`src/verilog/yds_pkg.sv`:
```
// constants, field layouts and carrier types of the yearly date switch
package yds_pkg;
   // date field layout: each field holds a two-digit value 0..99
   localparam int FIELD_W = 7;
   localparam logic [6:0] FIELD_UNSET = 7'h00;
   localparam logic [6:0] FIRST_DAY = 7'h01;
   localparam logic [6:0] FIRST_MON = 7'h01;
   localparam logic [6:0] LAST_DAY = 7'h1f;
   localparam logic [6:0] LAST_MON = 7'h0c;
   localparam logic [6:0] FIRST_YEAR = 7'h01;
   localparam logic [6:0] LAST_YEAR = 7'h63;
   localparam logic [6:0] YEAR_STEP = 7'h01;
   // channel count, channels a..d
   localparam int NUM_CH = 4;
   // register map, byte addresses
   localparam int ADDR_W = 7;
   localparam logic [6:0] OFS_STAT = 7'h40;
   localparam logic [6:0] OFS_GCTL = 7'h44;
   localparam logic [1:0] WORD_ON = 2'h0;
   localparam logic [1:0] WORD_OFF = 2'h1;
   localparam logic [1:0] WORD_CTL = 2'h2;
   // field positions inside the on/off date words
   localparam int DAY_LSB = 0;
   localparam int MON_LSB = 8;
   localparam int YEAR_LSB = 16;
   // bit positions of control and status words
   localparam int CTL_LINK_BIT = 0;
   localparam int GCTL_EN_BIT = 0;
   localparam int STAT_CONTACT_BIT = 0;
   localparam int STAT_OUT_BIT = 1;
   localparam int STAT_DATE_OK_BIT = 2;
   localparam int STAT_SUPPLY_BIT = 3;
   localparam int STAT_ON_LSB = 8;
   localparam int STAT_OFF_LSB = 12;
   // reset values
   localparam logic [31:0] DATE_RST = 32'h0000_0000;
   localparam logic GCTL_EN_RST = 1'b1;
   localparam logic LINK_RST = 1'b0;

   typedef struct packed {
      logic [6:0] year;
      logic [6:0] month;
      logic [6:0] day;
   } yds_date_t;

   typedef struct packed {
      yds_date_t on_date;
      yds_date_t off_date;
   } yds_chan_t;

   typedef struct packed {
      logic [6:0] address;
      logic read;
      logic write;
      logic [31:0] writedata;
      logic [3:0] byteenable;
   } yds_avs_req_t;
endpackage

```
`src/verilog/yds_chan_cmp.sv`:
```
// per-channel date comparison: on and off events for the current day
`timescale 1ns/10ps
module yds_chan_cmp (
   // current calendar date
   input wire yds_pkg::yds_date_t i_date,
   // channel settings
   input wire yds_pkg::yds_chan_t i_cfg,
   input wire logic i_pair,
   // events of this day
   output logic o_on_hit,
   output logic o_off_hit
);
   import yds_pkg::*;

   wire yds_date_t on_d = i_cfg.on_date;
   wire yds_date_t off_d = i_cfg.off_date;

   // an unset year is a wildcard; an unset month is one only when the day is set
   wire on_ds = on_d.day != FIELD_UNSET;
   wire on_ms = on_d.month != FIELD_UNSET;
   wire on_ys = on_d.year != FIELD_UNSET;
   wire off_ds = off_d.day != FIELD_UNSET;
   wire off_ms = off_d.month != FIELD_UNSET;
   wire off_ys = off_d.year != FIELD_UNSET;
   wire on_used = on_ds | on_ms | on_ys;
   wire off_used = off_ds | off_ms | off_ys;

   // single-channel ranges; a pair uses exact dates only
   wire rng_m = !i_pair & on_ds & on_ms & !on_ys;
   wire rng_y = !i_pair & !on_ds & on_ms & on_ys;
   wire y_only = !i_pair & !off_ds & !off_ms & off_ys;
   wire m_in = i_date.month >= on_d.month && i_date.month <= off_d.month;
   wire y_in = i_date.year >= on_d.year && i_date.year <= off_d.year;
   // open on jan 1 of the year after the off year
   wire [6:0] off_yr = y_only ? 7'(off_d.year + YEAR_STEP) : off_d.year;

   // missing day means the first, missing month without a day means january
   wire d_on = on_ds ? i_date.day == on_d.day : i_date.day == FIRST_DAY;
   wire m_on = on_ms ? (rng_m ? m_in : i_date.month == on_d.month) :
               (on_ds | i_date.month == FIRST_MON);
   wire y_on = on_ys ? (rng_y ? y_in : i_date.year == on_d.year) : 1'b1;
   wire d_off = off_ds ? i_date.day == off_d.day : i_date.day == FIRST_DAY;
   wire m_off = off_ms ? (rng_m ? m_in : i_date.month == off_d.month) :
                (off_ds | i_date.month == FIRST_MON);
   wire y_off = off_ys ? (rng_y ? y_in : i_date.year == off_yr) : 1'b1;

   assign o_on_hit = on_used & d_on & m_on & y_on;
   assign o_off_hit = off_used & d_off & m_off & y_off;
endmodule

```
`src/verilog/yds_year_switch.sv`:
```
// yearly date switch: four date channels driving one switching contact
//
// Our own choices: register access over Avalon-MM and the address map.
`timescale 1ns/10ps
module yds_year_switch (
   // clock and reset
   input wire logic i_core_clk,
   input wire logic i_rst_n,
   // battery-backed calendar and supply state
   input wire yds_pkg::yds_date_t i_cal_date,
   input wire logic i_supply_ok,
   // avalon-mm slave
   input wire logic [6:0] i_avs_address,
   input wire logic i_avs_read,
   input wire logic i_avs_write,
   input wire logic [31:0] i_avs_writedata,
   input wire logic [3:0] i_avs_byteenable,
   output logic [31:0] o_avs_readdata,
   output logic o_avs_waitrequest,
   // switching contact
   output logic o_yearly_switch_contact,
   output logic o_switch_contact_out
);
   import yds_pkg::*;

   // reset release through two flops
   logic rst_meta_reg;
   logic rst_sync_reg;
   always_ff @(posedge i_core_clk or negedge i_rst_n) begin
      if (!i_rst_n) begin
         rst_meta_reg <= 1'b0;
         rst_sync_reg <= 1'b0;
      end else begin
         rst_meta_reg <= 1'b1;
         rst_sync_reg <= rst_meta_reg;
      end
   end
   wire rst_n = rst_sync_reg;

   // bus request carrier
   yds_avs_req_t req;
   assign req.address = i_avs_address;
   assign req.read = i_avs_read;
   assign req.write = i_avs_write;
   assign req.writedata = i_avs_writedata;
   assign req.byteenable = i_avs_byteenable;

   // merge write data into an old word by byte lane
   function automatic logic [31:0] be_merge(
      input logic [31:0] old_w,
      input logic [31:0] new_w,
      input logic [3:0] be
   );
      logic [31:0] res;
      res = old_w;
      for (int b = 0; b < 4; b++) begin
         if (be[b]) begin
            res[b*8 +: 8] = new_w[b*8 +: 8];
         end
      end
      return res;
   endfunction

   // pack a date into its register word, fields on separate byte lanes
   function automatic logic [31:0] date_word(input yds_date_t d);
      logic [31:0] w;
      w = 32'h0000_0000;
      w[DAY_LSB +: FIELD_W] = d.day;
      w[MON_LSB +: FIELD_W] = d.month;
      w[YEAR_LSB +: FIELD_W] = d.year;
      return w;
   endfunction

   function automatic yds_date_t word_date(input logic [31:0] w);
      yds_date_t d;
      d.day = w[DAY_LSB +: FIELD_W];
      d.month = w[MON_LSB +: FIELD_W];
      d.year = w[YEAR_LSB +: FIELD_W];
      return d;
   endfunction

   // all fields unset, so a channel starts out making no events
   localparam yds_chan_t CHAN_RST = {word_date(DATE_RST),
                                     word_date(DATE_RST)};

   // waitrequest: one wait cycle, then one cycle low for the answer
   // the wait state keeps readdata registered, at two cycles per access
   logic wait_reg;
   logic [31:0] rdata_reg;
   wire req_any = req.read | req.write;
   wire req_take = req_any & !wait_reg;
   wire wr_take = req.write & req_take;
   wire rd_cap = req.read & wait_reg;

   always_ff @(posedge i_core_clk or negedge rst_n) begin
      if (!rst_n) begin
         wait_reg <= 1'b1;
      end else begin
         wait_reg <= !(req_any & wait_reg);
      end
   end

   // address decode
   wire in_ch = !req.address[6];
   wire [1:0] ch_sel = req.address[5:4];
   wire [1:0] word_sel = req.address[3:2];
   wire hit_stat = req.address == OFS_STAT;
   wire hit_gctl = req.address == OFS_GCTL;
   wire wr_gctl = wr_take & hit_gctl & req.byteenable[0];

   // global enable
   logic gctl_en_reg;
   always_ff @(posedge i_core_clk or negedge rst_n) begin
      if (!rst_n) begin
         gctl_en_reg <= GCTL_EN_RST;
      end else if (wr_gctl) begin
         gctl_en_reg <= req.writedata[GCTL_EN_BIT];
      end
   end

   // calendar validity, year range 2001..2099
   // limitation: the day is not held against the length of the month
   wire day_ok = i_cal_date.day >= FIRST_DAY &&
                 i_cal_date.day <= LAST_DAY;
   wire mon_ok = i_cal_date.month >= FIRST_MON &&
                 i_cal_date.month <= LAST_MON;
   wire year_ok = i_cal_date.year >= FIRST_YEAR &&
                  i_cal_date.year <= LAST_YEAR;
   wire date_ok = day_ok & mon_ok & year_ok;

   // channel storage and comparison
   yds_chan_t cfg_reg [NUM_CH];
   logic link_reg [NUM_CH];
   logic [NUM_CH-1:0] on_hit;
   logic [NUM_CH-1:0] off_hit;
   logic [NUM_CH-1:0] on_req;
   logic [NUM_CH-1:0] off_req;
   logic [NUM_CH-1:0] tail;
   logic [NUM_CH-1:0] head;
   logic [NUM_CH-1:0] wrap;
   logic [31:0] ch_rd [NUM_CH];

   genvar gi;
   generate
      for (gi = 0; gi < NUM_CH; gi++) begin : g_ch
         wire ch_hit = in_ch && ch_sel == 2'(gi);
         wire wr_on = wr_take & ch_hit & word_sel == WORD_ON;
         wire wr_off = wr_take & ch_hit & word_sel == WORD_OFF;
         wire wr_ctl = wr_take & ch_hit & word_sel == WORD_CTL &
                       req.byteenable[0];
         wire [31:0] on_w = date_word(cfg_reg[gi].on_date);
         wire [31:0] off_w = date_word(cfg_reg[gi].off_date);
         yds_chan_t cfg_next;

         // two-digit day, month and year per date
         assign cfg_next.on_date = wr_on ?
            word_date(be_merge(on_w, req.writedata, req.byteenable)) :
            cfg_reg[gi].on_date;
         assign cfg_next.off_date = wr_off ?
            word_date(be_merge(off_w, req.writedata, req.byteenable)) :
            cfg_reg[gi].off_date;

         always_ff @(posedge i_core_clk or negedge rst_n) begin
            if (!rst_n) begin
               cfg_reg[gi] <= CHAN_RST;
               link_reg[gi] <= LINK_RST;
            end else begin
               cfg_reg[gi] <= cfg_next;
               if (wr_ctl) begin
                  link_reg[gi] <= req.writedata[CTL_LINK_BIT];
               end
            end
         end

         // a link on the last channel has no partner and is ignored
         if (gi < NUM_CH - 1) begin : g_head
            assign head[gi] = link_reg[gi];
         end else begin : g_last
            assign head[gi] = 1'b0;
         end
         // a channel that is the tail of one pair and the head of the next gives neither its on nor its off event
         if (gi > 0) begin : g_tail
            wire [13:0] on_md = {cfg_reg[gi-1].on_date.month,
                                 cfg_reg[gi-1].on_date.day};
            wire [13:0] off_md = {cfg_reg[gi].off_date.month,
                                  cfg_reg[gi].off_date.day};
            assign tail[gi] = head[gi-1];
            // on date later in the year than the off date: turn of year
            assign wrap[gi] = head[gi-1] & (on_md > off_md);
         end else begin : g_first
            assign tail[gi] = 1'b0;
            assign wrap[gi] = 1'b0;
         end

         // a wrapped pair matches its off date one year back, so an off
         // date entered with the on year opens in the following year
         wire yds_date_t cmp_date = wrap[gi] ?
            {7'(i_cal_date.year - YEAR_STEP), i_cal_date.month,
             i_cal_date.day} : i_cal_date;

         yds_chan_cmp u_cmp (
            .i_date(cmp_date),
            .i_cfg(cfg_reg[gi]),
            .i_pair(head[gi] | tail[gi]),
            .o_on_hit(on_hit[gi]),
            .o_off_hit(off_hit[gi])
         );

         // pair: head gives the on date, the next channel the off
         assign on_req[gi] = on_hit[gi] & !tail[gi];
         assign off_req[gi] = off_hit[gi] & !head[gi];

         assign ch_rd[gi] = word_sel == WORD_ON ? on_w :
                            word_sel == WORD_OFF ? off_w :
                            word_sel == WORD_CTL ?
                               {31'h0000_0000, link_reg[gi]} :
                            32'h0000_0000;
      end
   endgenerate

   // switching logic
   // a new calendar day is the midnight switching point
   // the calendar keeps running, but nothing switches unpowered
   logic [20:0] last_date_reg;
   logic contact_reg;
   logic out_reg;
   logic [NUM_CH-1:0] on_seen_reg;
   logic [NUM_CH-1:0] off_seen_reg;
   wire new_day = date_ok && i_cal_date != yds_date_t'(last_date_reg);
   wire evaluate = new_day & i_supply_ok & gctl_en_reg;
   // every channel acts on the one contact
   wire any_on = |on_req;
   wire any_off = |off_req;
   // any off opens even while another channel asks on
   wire go_off = evaluate & any_off;
   wire go_on = evaluate & any_on;
   wire contact_next = go_off ? 1'b0 :
                       go_on ? 1'b1 :
                       contact_reg;

   always_ff @(posedge i_core_clk or negedge rst_n) begin
      if (!rst_n) begin
         last_date_reg <= 21'h00_0000;
      end else if (date_ok) begin
         last_date_reg <= i_cal_date;
      end
   end

   always_ff @(posedge i_core_clk or negedge rst_n) begin
      if (!rst_n) begin
         contact_reg <= 1'b0;
      end else begin
         contact_reg <= contact_next;
      end
   end

   // the pin is gated on the same edge, while the held state rides out
   // a dropout; a day passed unpowered is not made up afterwards
   always_ff @(posedge i_core_clk or negedge rst_n) begin
      if (!rst_n) begin
         out_reg <= 1'b0;
      end else begin
         out_reg <= contact_next & i_supply_ok;
      end
   end

   // last evaluated events, kept for software to inspect
   always_ff @(posedge i_core_clk or negedge rst_n) begin
      if (!rst_n) begin
         on_seen_reg <= '0;
      end else if (evaluate) begin
         on_seen_reg <= on_req;
      end
   end

   always_ff @(posedge i_core_clk or negedge rst_n) begin
      if (!rst_n) begin
         off_seen_reg <= '0;
      end else if (evaluate) begin
         off_seen_reg <= off_req;
      end
   end

   // status word
   logic [31:0] stat_w;
   always_comb begin
      stat_w = 32'h0000_0000;
      stat_w[STAT_CONTACT_BIT] = contact_reg;
      stat_w[STAT_OUT_BIT] = out_reg;
      stat_w[STAT_DATE_OK_BIT] = date_ok;
      stat_w[STAT_SUPPLY_BIT] = i_supply_ok;
      stat_w[STAT_ON_LSB +: NUM_CH] = on_seen_reg;
      stat_w[STAT_OFF_LSB +: NUM_CH] = off_seen_reg;
   end

   // read mux; unmapped addresses read as zero
   wire [31:0] gctl_w = {31'h0000_0000, gctl_en_reg};
   wire [31:0] rd_mux = in_ch ? ch_rd[ch_sel] :
                        hit_stat ? stat_w :
                        hit_gctl ? gctl_w :
                        32'h0000_0000;

   // read data captured in the wait cycle and held while answering
   always_ff @(posedge i_core_clk or negedge rst_n) begin
      if (!rst_n) begin
         rdata_reg <= 32'h0000_0000;
      end else if (rd_cap) begin
         rdata_reg <= rd_mux;
      end
   end

   assign o_avs_readdata = rdata_reg;
   assign o_avs_waitrequest = wait_reg;
   assign o_yearly_switch_contact = contact_reg;
   assign o_switch_contact_out = out_reg;
endmodule

```
`config.mk`:
```
export PLATFORM = sky130hd
export DESIGN_NAME = yds_year_switch
export DESIGN_NICKNAME = d
export VERILOG_FILES = /design/src/verilog/yds_pkg.sv /design/src/verilog/yds_chan_cmp.sv /design/src/verilog/yds_year_switch.sv
export SDC_FILE = /design/constraint.sdc
export NUM_CORES = 1
export LEC_CHECK = 0
export BUFFER_PORTS_ARGS = -buffer_cell sky130_fd_sc_hd__buf_4
export CAP_MARGIN = 20
export CORE_UTILIZATION = 40
export CTS_BUF_LIST = sky130_fd_sc_hd__clkbuf_4 sky130_fd_sc_hd__clkbuf_8
export CTS_CLUSTER_DIAMETER = 50
export CTS_CLUSTER_SIZE = 20
export DETAILED_ROUTE_END_ITERATION = 6
export SYNTH_ARGS = -nofsm -noshare
export SYNTH_HDL_FRONTEND = slang
export SYNTH_SLANG_ARGS = --single-unit
```
`constraint.sdc`:
```
create_clock -name i_core_clk -period 9.85 [get_ports i_core_clk]
set_input_delay 0 -clock i_core_clk [delete_from_list [all_inputs] [get_ports i_core_clk]]
set_output_delay 0 -clock i_core_clk [all_outputs]
set_load 0.02 [all_outputs]
```
==> parameters.txt <==
Parameter                              Value

Status
  Outcome    completed

Routing
  Via total after detailed routing    14,400
  Wire length per cell after detailed routing    23.6 µm
  DRC violation count after routing    0
  Wirelength, routed    58,300 µm
  Met1 wire length    26,400 µm
  DRC marker count from the first detailed-route iteration    1,132
  Via-to-Cell Ratio    5.83
  Top Layer Used    met4
  Number of nets still failing antenna checks after routing    0
  First drt pass iteration count    5
  Length of routed met2 wiring    26,300 µm
  Met3 WL    4030 µm

Global routing
  Total routing usage reported by global routing    26.6%
  Largest net degree at the start of global routing    180
  Initial antenna violation count    1
  Leftover overflow at the end of global routing    0
  Number of global-route vias before repair    14,300
  Global-route wire length before repair    88,500 µm

Clocking
  Clock input transition at the sequential cells of the worst setup and hold paths    0.09 ns
  Buffers inserted by post-CTS timing repair    0
  Latest clock arrival within the worst-skew pair    0.63 ns
  Clock Sink Count    229
  TritonCTS clock tree    built
  Deepest clock path buffer count    3
  TritonCTS buffer count    36
  CTS HTree Levels    2
  Buffer type at the clock tree root    clkbuf_8

Synthesis
  Number of cells produced by synthesis    1,756
  Post-synthesis cell area    0.0174 mm²
  Primary FF master, synth    dfrtp_1
  Number of synthesis warnings    0
  Fraction of the yosys area taken by sequential cells    33.0%
  Largest area contributor in the netlist    dfrtp_1
  EDFF count, synth    0
  FFs w/ async S/R, synth    100%
  Area share of the largest cell type after synthesis    32.7%
  Mean instance size in the synthesized netlist    9.90 µm²
  Top cells by area, synth    dfrtp_1, mux2_2, ha_1
  Count of state elements after synthesis    229
  Number of distinct library cells after synthesis    84

Worst setup path
  Launch instance of the worst register-to-register path    cfg_reg[96]
  Crit Reg-Reg Endpoint    o_switch_contact_out
  Number of cells on the critical path    18
  Ordered list of cells on the worst path    inv_1 > ha_1 > nand4_1 > nor3_1 > nor4_1 > a21boi_1 > a21oi_1 > ha_1 > nor2b_1 > o21a_1 > o21ai_1 > nand2b_1 > a2111oi_0 > o211ai_1 > a2111oi_2 > or4_1 > a21oi_2 > nor4b_2
  Cell depth of the worst flop-to-flop path    18
  End point of the critical path    o_switch_contact_out
  Cell with the most instances on the worst path    ha_1
  Worst setup path startpoint    cfg_reg[96]
  Class of the most critical setup path    flop to flop
  Startpoint type of the worst setup path    flop
  Data required time of the critical path    10.34 ns
  Slowest stage cell on the critical path    nor4_1
  CP max stage delay    0.85 ns
  Buffering stage count on the worst path with inverters included    1
  Sort of element at the end of the critical path    flop
  Largest driver fanout on the critical path    8
  Cell family with the largest share of critical-path delay    compound AO/OA/AOI/OAI gates
  Data arrival time of the critical path    6.01 ns
  Flop2flop setup slack    4.33 ns

Place
  Routability-driven placement congestion ratio    0.955
  Post-place instance area    0.0185 mm²
  Post-Place Cells    2,358
  Count of input and output buffers    81
  Worst Setup Slack post-DPL    4.53 ns
  Half-perimeter wire length after placement    43,900 µm

Pwr
  Standby leakage power    8.86 nW
  Power density over cell area    148 mW/mm²
  Overall power of the completed layout    2.93 mW
  Worst-case vdd ir drop    0.0000737 V

Finish
  Final instance area    0.0198 mm²
  Area grow syn2layout    14.0%
  Final cell count without fillers    2,473
  Count of nets after finishing    2,102
  Ratio of cells with drive above 1 in the final layout    20.5%
  Most used cells in the layout excluding fill and tap cells    dfrtp_1, mux2_2, ha_1, inv_1, nand2_1
  Most frequent standard cell in the layout excluding fill and tap cells    dfrtp_1
  Number of fillers in the final layout    4,075
  Max FFs per register    168

Timing
  RSZ-0062 raised after global routing    false
  Worst Slack Setup Final    4.33 ns
  Slew @ Worst Pin    1.07 ns
  Share of the clock period used by the worst path    56.1%
  Final-layout setup total negative slack    0 ns
  Layout Skew    0.0443 ns
  Max Freq    0.181 GHz
  Minimum period implied by the final worst setup slack    5.52 ns
  Hold violation total from the final report    0
  Worst rel slew slack    28.9%
  Number of pins with negative max-slew slack in the final report    0
  # setup viols final    0

Hold path
  Hold Path Depth    5
  Path type of the worst min-delay path    input pin to flop
  Source of the worst hold timing path    i_avs_address[2]

Floorplanning
  Initial core utilization    41.0%
  Die area    0.0443 mm²
  IO Pins    104
  Core ar.    0.0424 mm²
  Horizontal die dimension    210 µm
  Die extent in y    210 µm
  Row Count    75

Run
  Number of violations of the max-capacitance limit    0
-- metal layers --
layer  GRT usage, %  vias up
met5              0        -
met4           8.37        0
met3           5.75      100
met2           41.6      495
met1           36.5     7212
li1               -     6617
-- worst min path at each step --
stage	endpoint	slack (ns)
after detailed placement	rst_meta_reg	-0.21
final	o_avs_readdata[11]	0.07
after global routing	last_date_reg[15]	0.07
after floorplan	rst_meta_reg	-0.30
after global placement	rst_meta_reg	-0.22
after CTS	o_avs_readdata[11]	0.03
-- final cells by class --
type,count,area (µm²),share of cell area [%]
multi-input combinational,1326,10800,54.7
tap,577,722,3.65
antenna,1,2.50,0.0126
timing repair buffer,139,1180,5.95
sequential,229,5740,29.0
clock buffer,42,559,2.82
clock inverter,23,254,1.28
inverter,136,510,2.58
-- where the power goes --
| group | internal, mW | switching [mW] |
|---|---|---|
| clock network | 0.480 | 0.469 |
| logic | 0.361 | 0.481 |
| registers | 1.02 | 0.121 |
-- synth_stat cells, types with 18 or more instances --
| library cell | instances |
|---|---|
| dfrtp_1 | 227 |
| mux2_2 | 190 |
| ha_1 | 165 |
| inv_1 | 135 |
| nand2_1 | 123 |
| o21ai_0 | 87 |
| xnor2_1 | 77 |
| xor2_1 | 63 |
| nor2_1 | 60 |
| mux2i_1 | 59 |
| a21oi_1 | 57 |
| nand4_1 | 55 |
| clkbuf_1 | 46 |
| nand3_1 | 43 |
| nor4_1 | 38 |
| nor3_1 | 35 |
| o31ai_1 | 21 |
| nor2b_1 | 18 |
-- worst register-to-register path, cell delays in order (launching register included) --
cell	delay, ns
dfrtp_1	0.48
inv_1	0.11
ha_1	0.34
nand4_1	0.22
nor3_1	0.10
nor4_1	0.85
a21boi_1	0.41
a21oi_1	0.35
ha_1	0.30
nor2b_1	0.14
o21a_1	0.16
o21ai_1	0.11
nand2b_1	0.07
a2111oi_0	0.40
o211ai_1	0.24
a2111oi_2	0.56
or4_1	0.20
a21oi_2	0.07
nor4b_2	0.29
-- cells by family (layout without fill, tap and decap cells) --
logic type / count (synthesis) / after routing / synth area share [%]
buffers and inverters: 210 / 340 / 4.82
AO/OA/AOI/OAI: 293 / 293 / 11.0
adder cells (fa/ha/maj): 165 / 165 / 11.9
flip-flops: 229 / 229 / 33.0
multiplexers: 261 / 261 / 17.3
AND/OR/NAND/NOR: 448 / 448 / 13.9
other: 2 / 12 / 0.0432
XOR/XNOR: 148 / 148 / 8.09
-- timing repair --
action | in CTS | in global routing
resized for setup | 0 | 0
endpoints found under the hold margin | 208 | 0
hold buffers | 49 | 0
-- per-stage QoR --
stage,util [%],hold slack (ns)
4_1_cts,46.7,0.0332
3_3_place_gp,43.6,-0.216
5_1_grt,46.7,0.0744
2_1_floorplan,-,-0.296
3_5_place_dp,43.6,-0.214
6_report,46.7,0.0668
No activity file was read; power rests on OpenSTA's default activity.
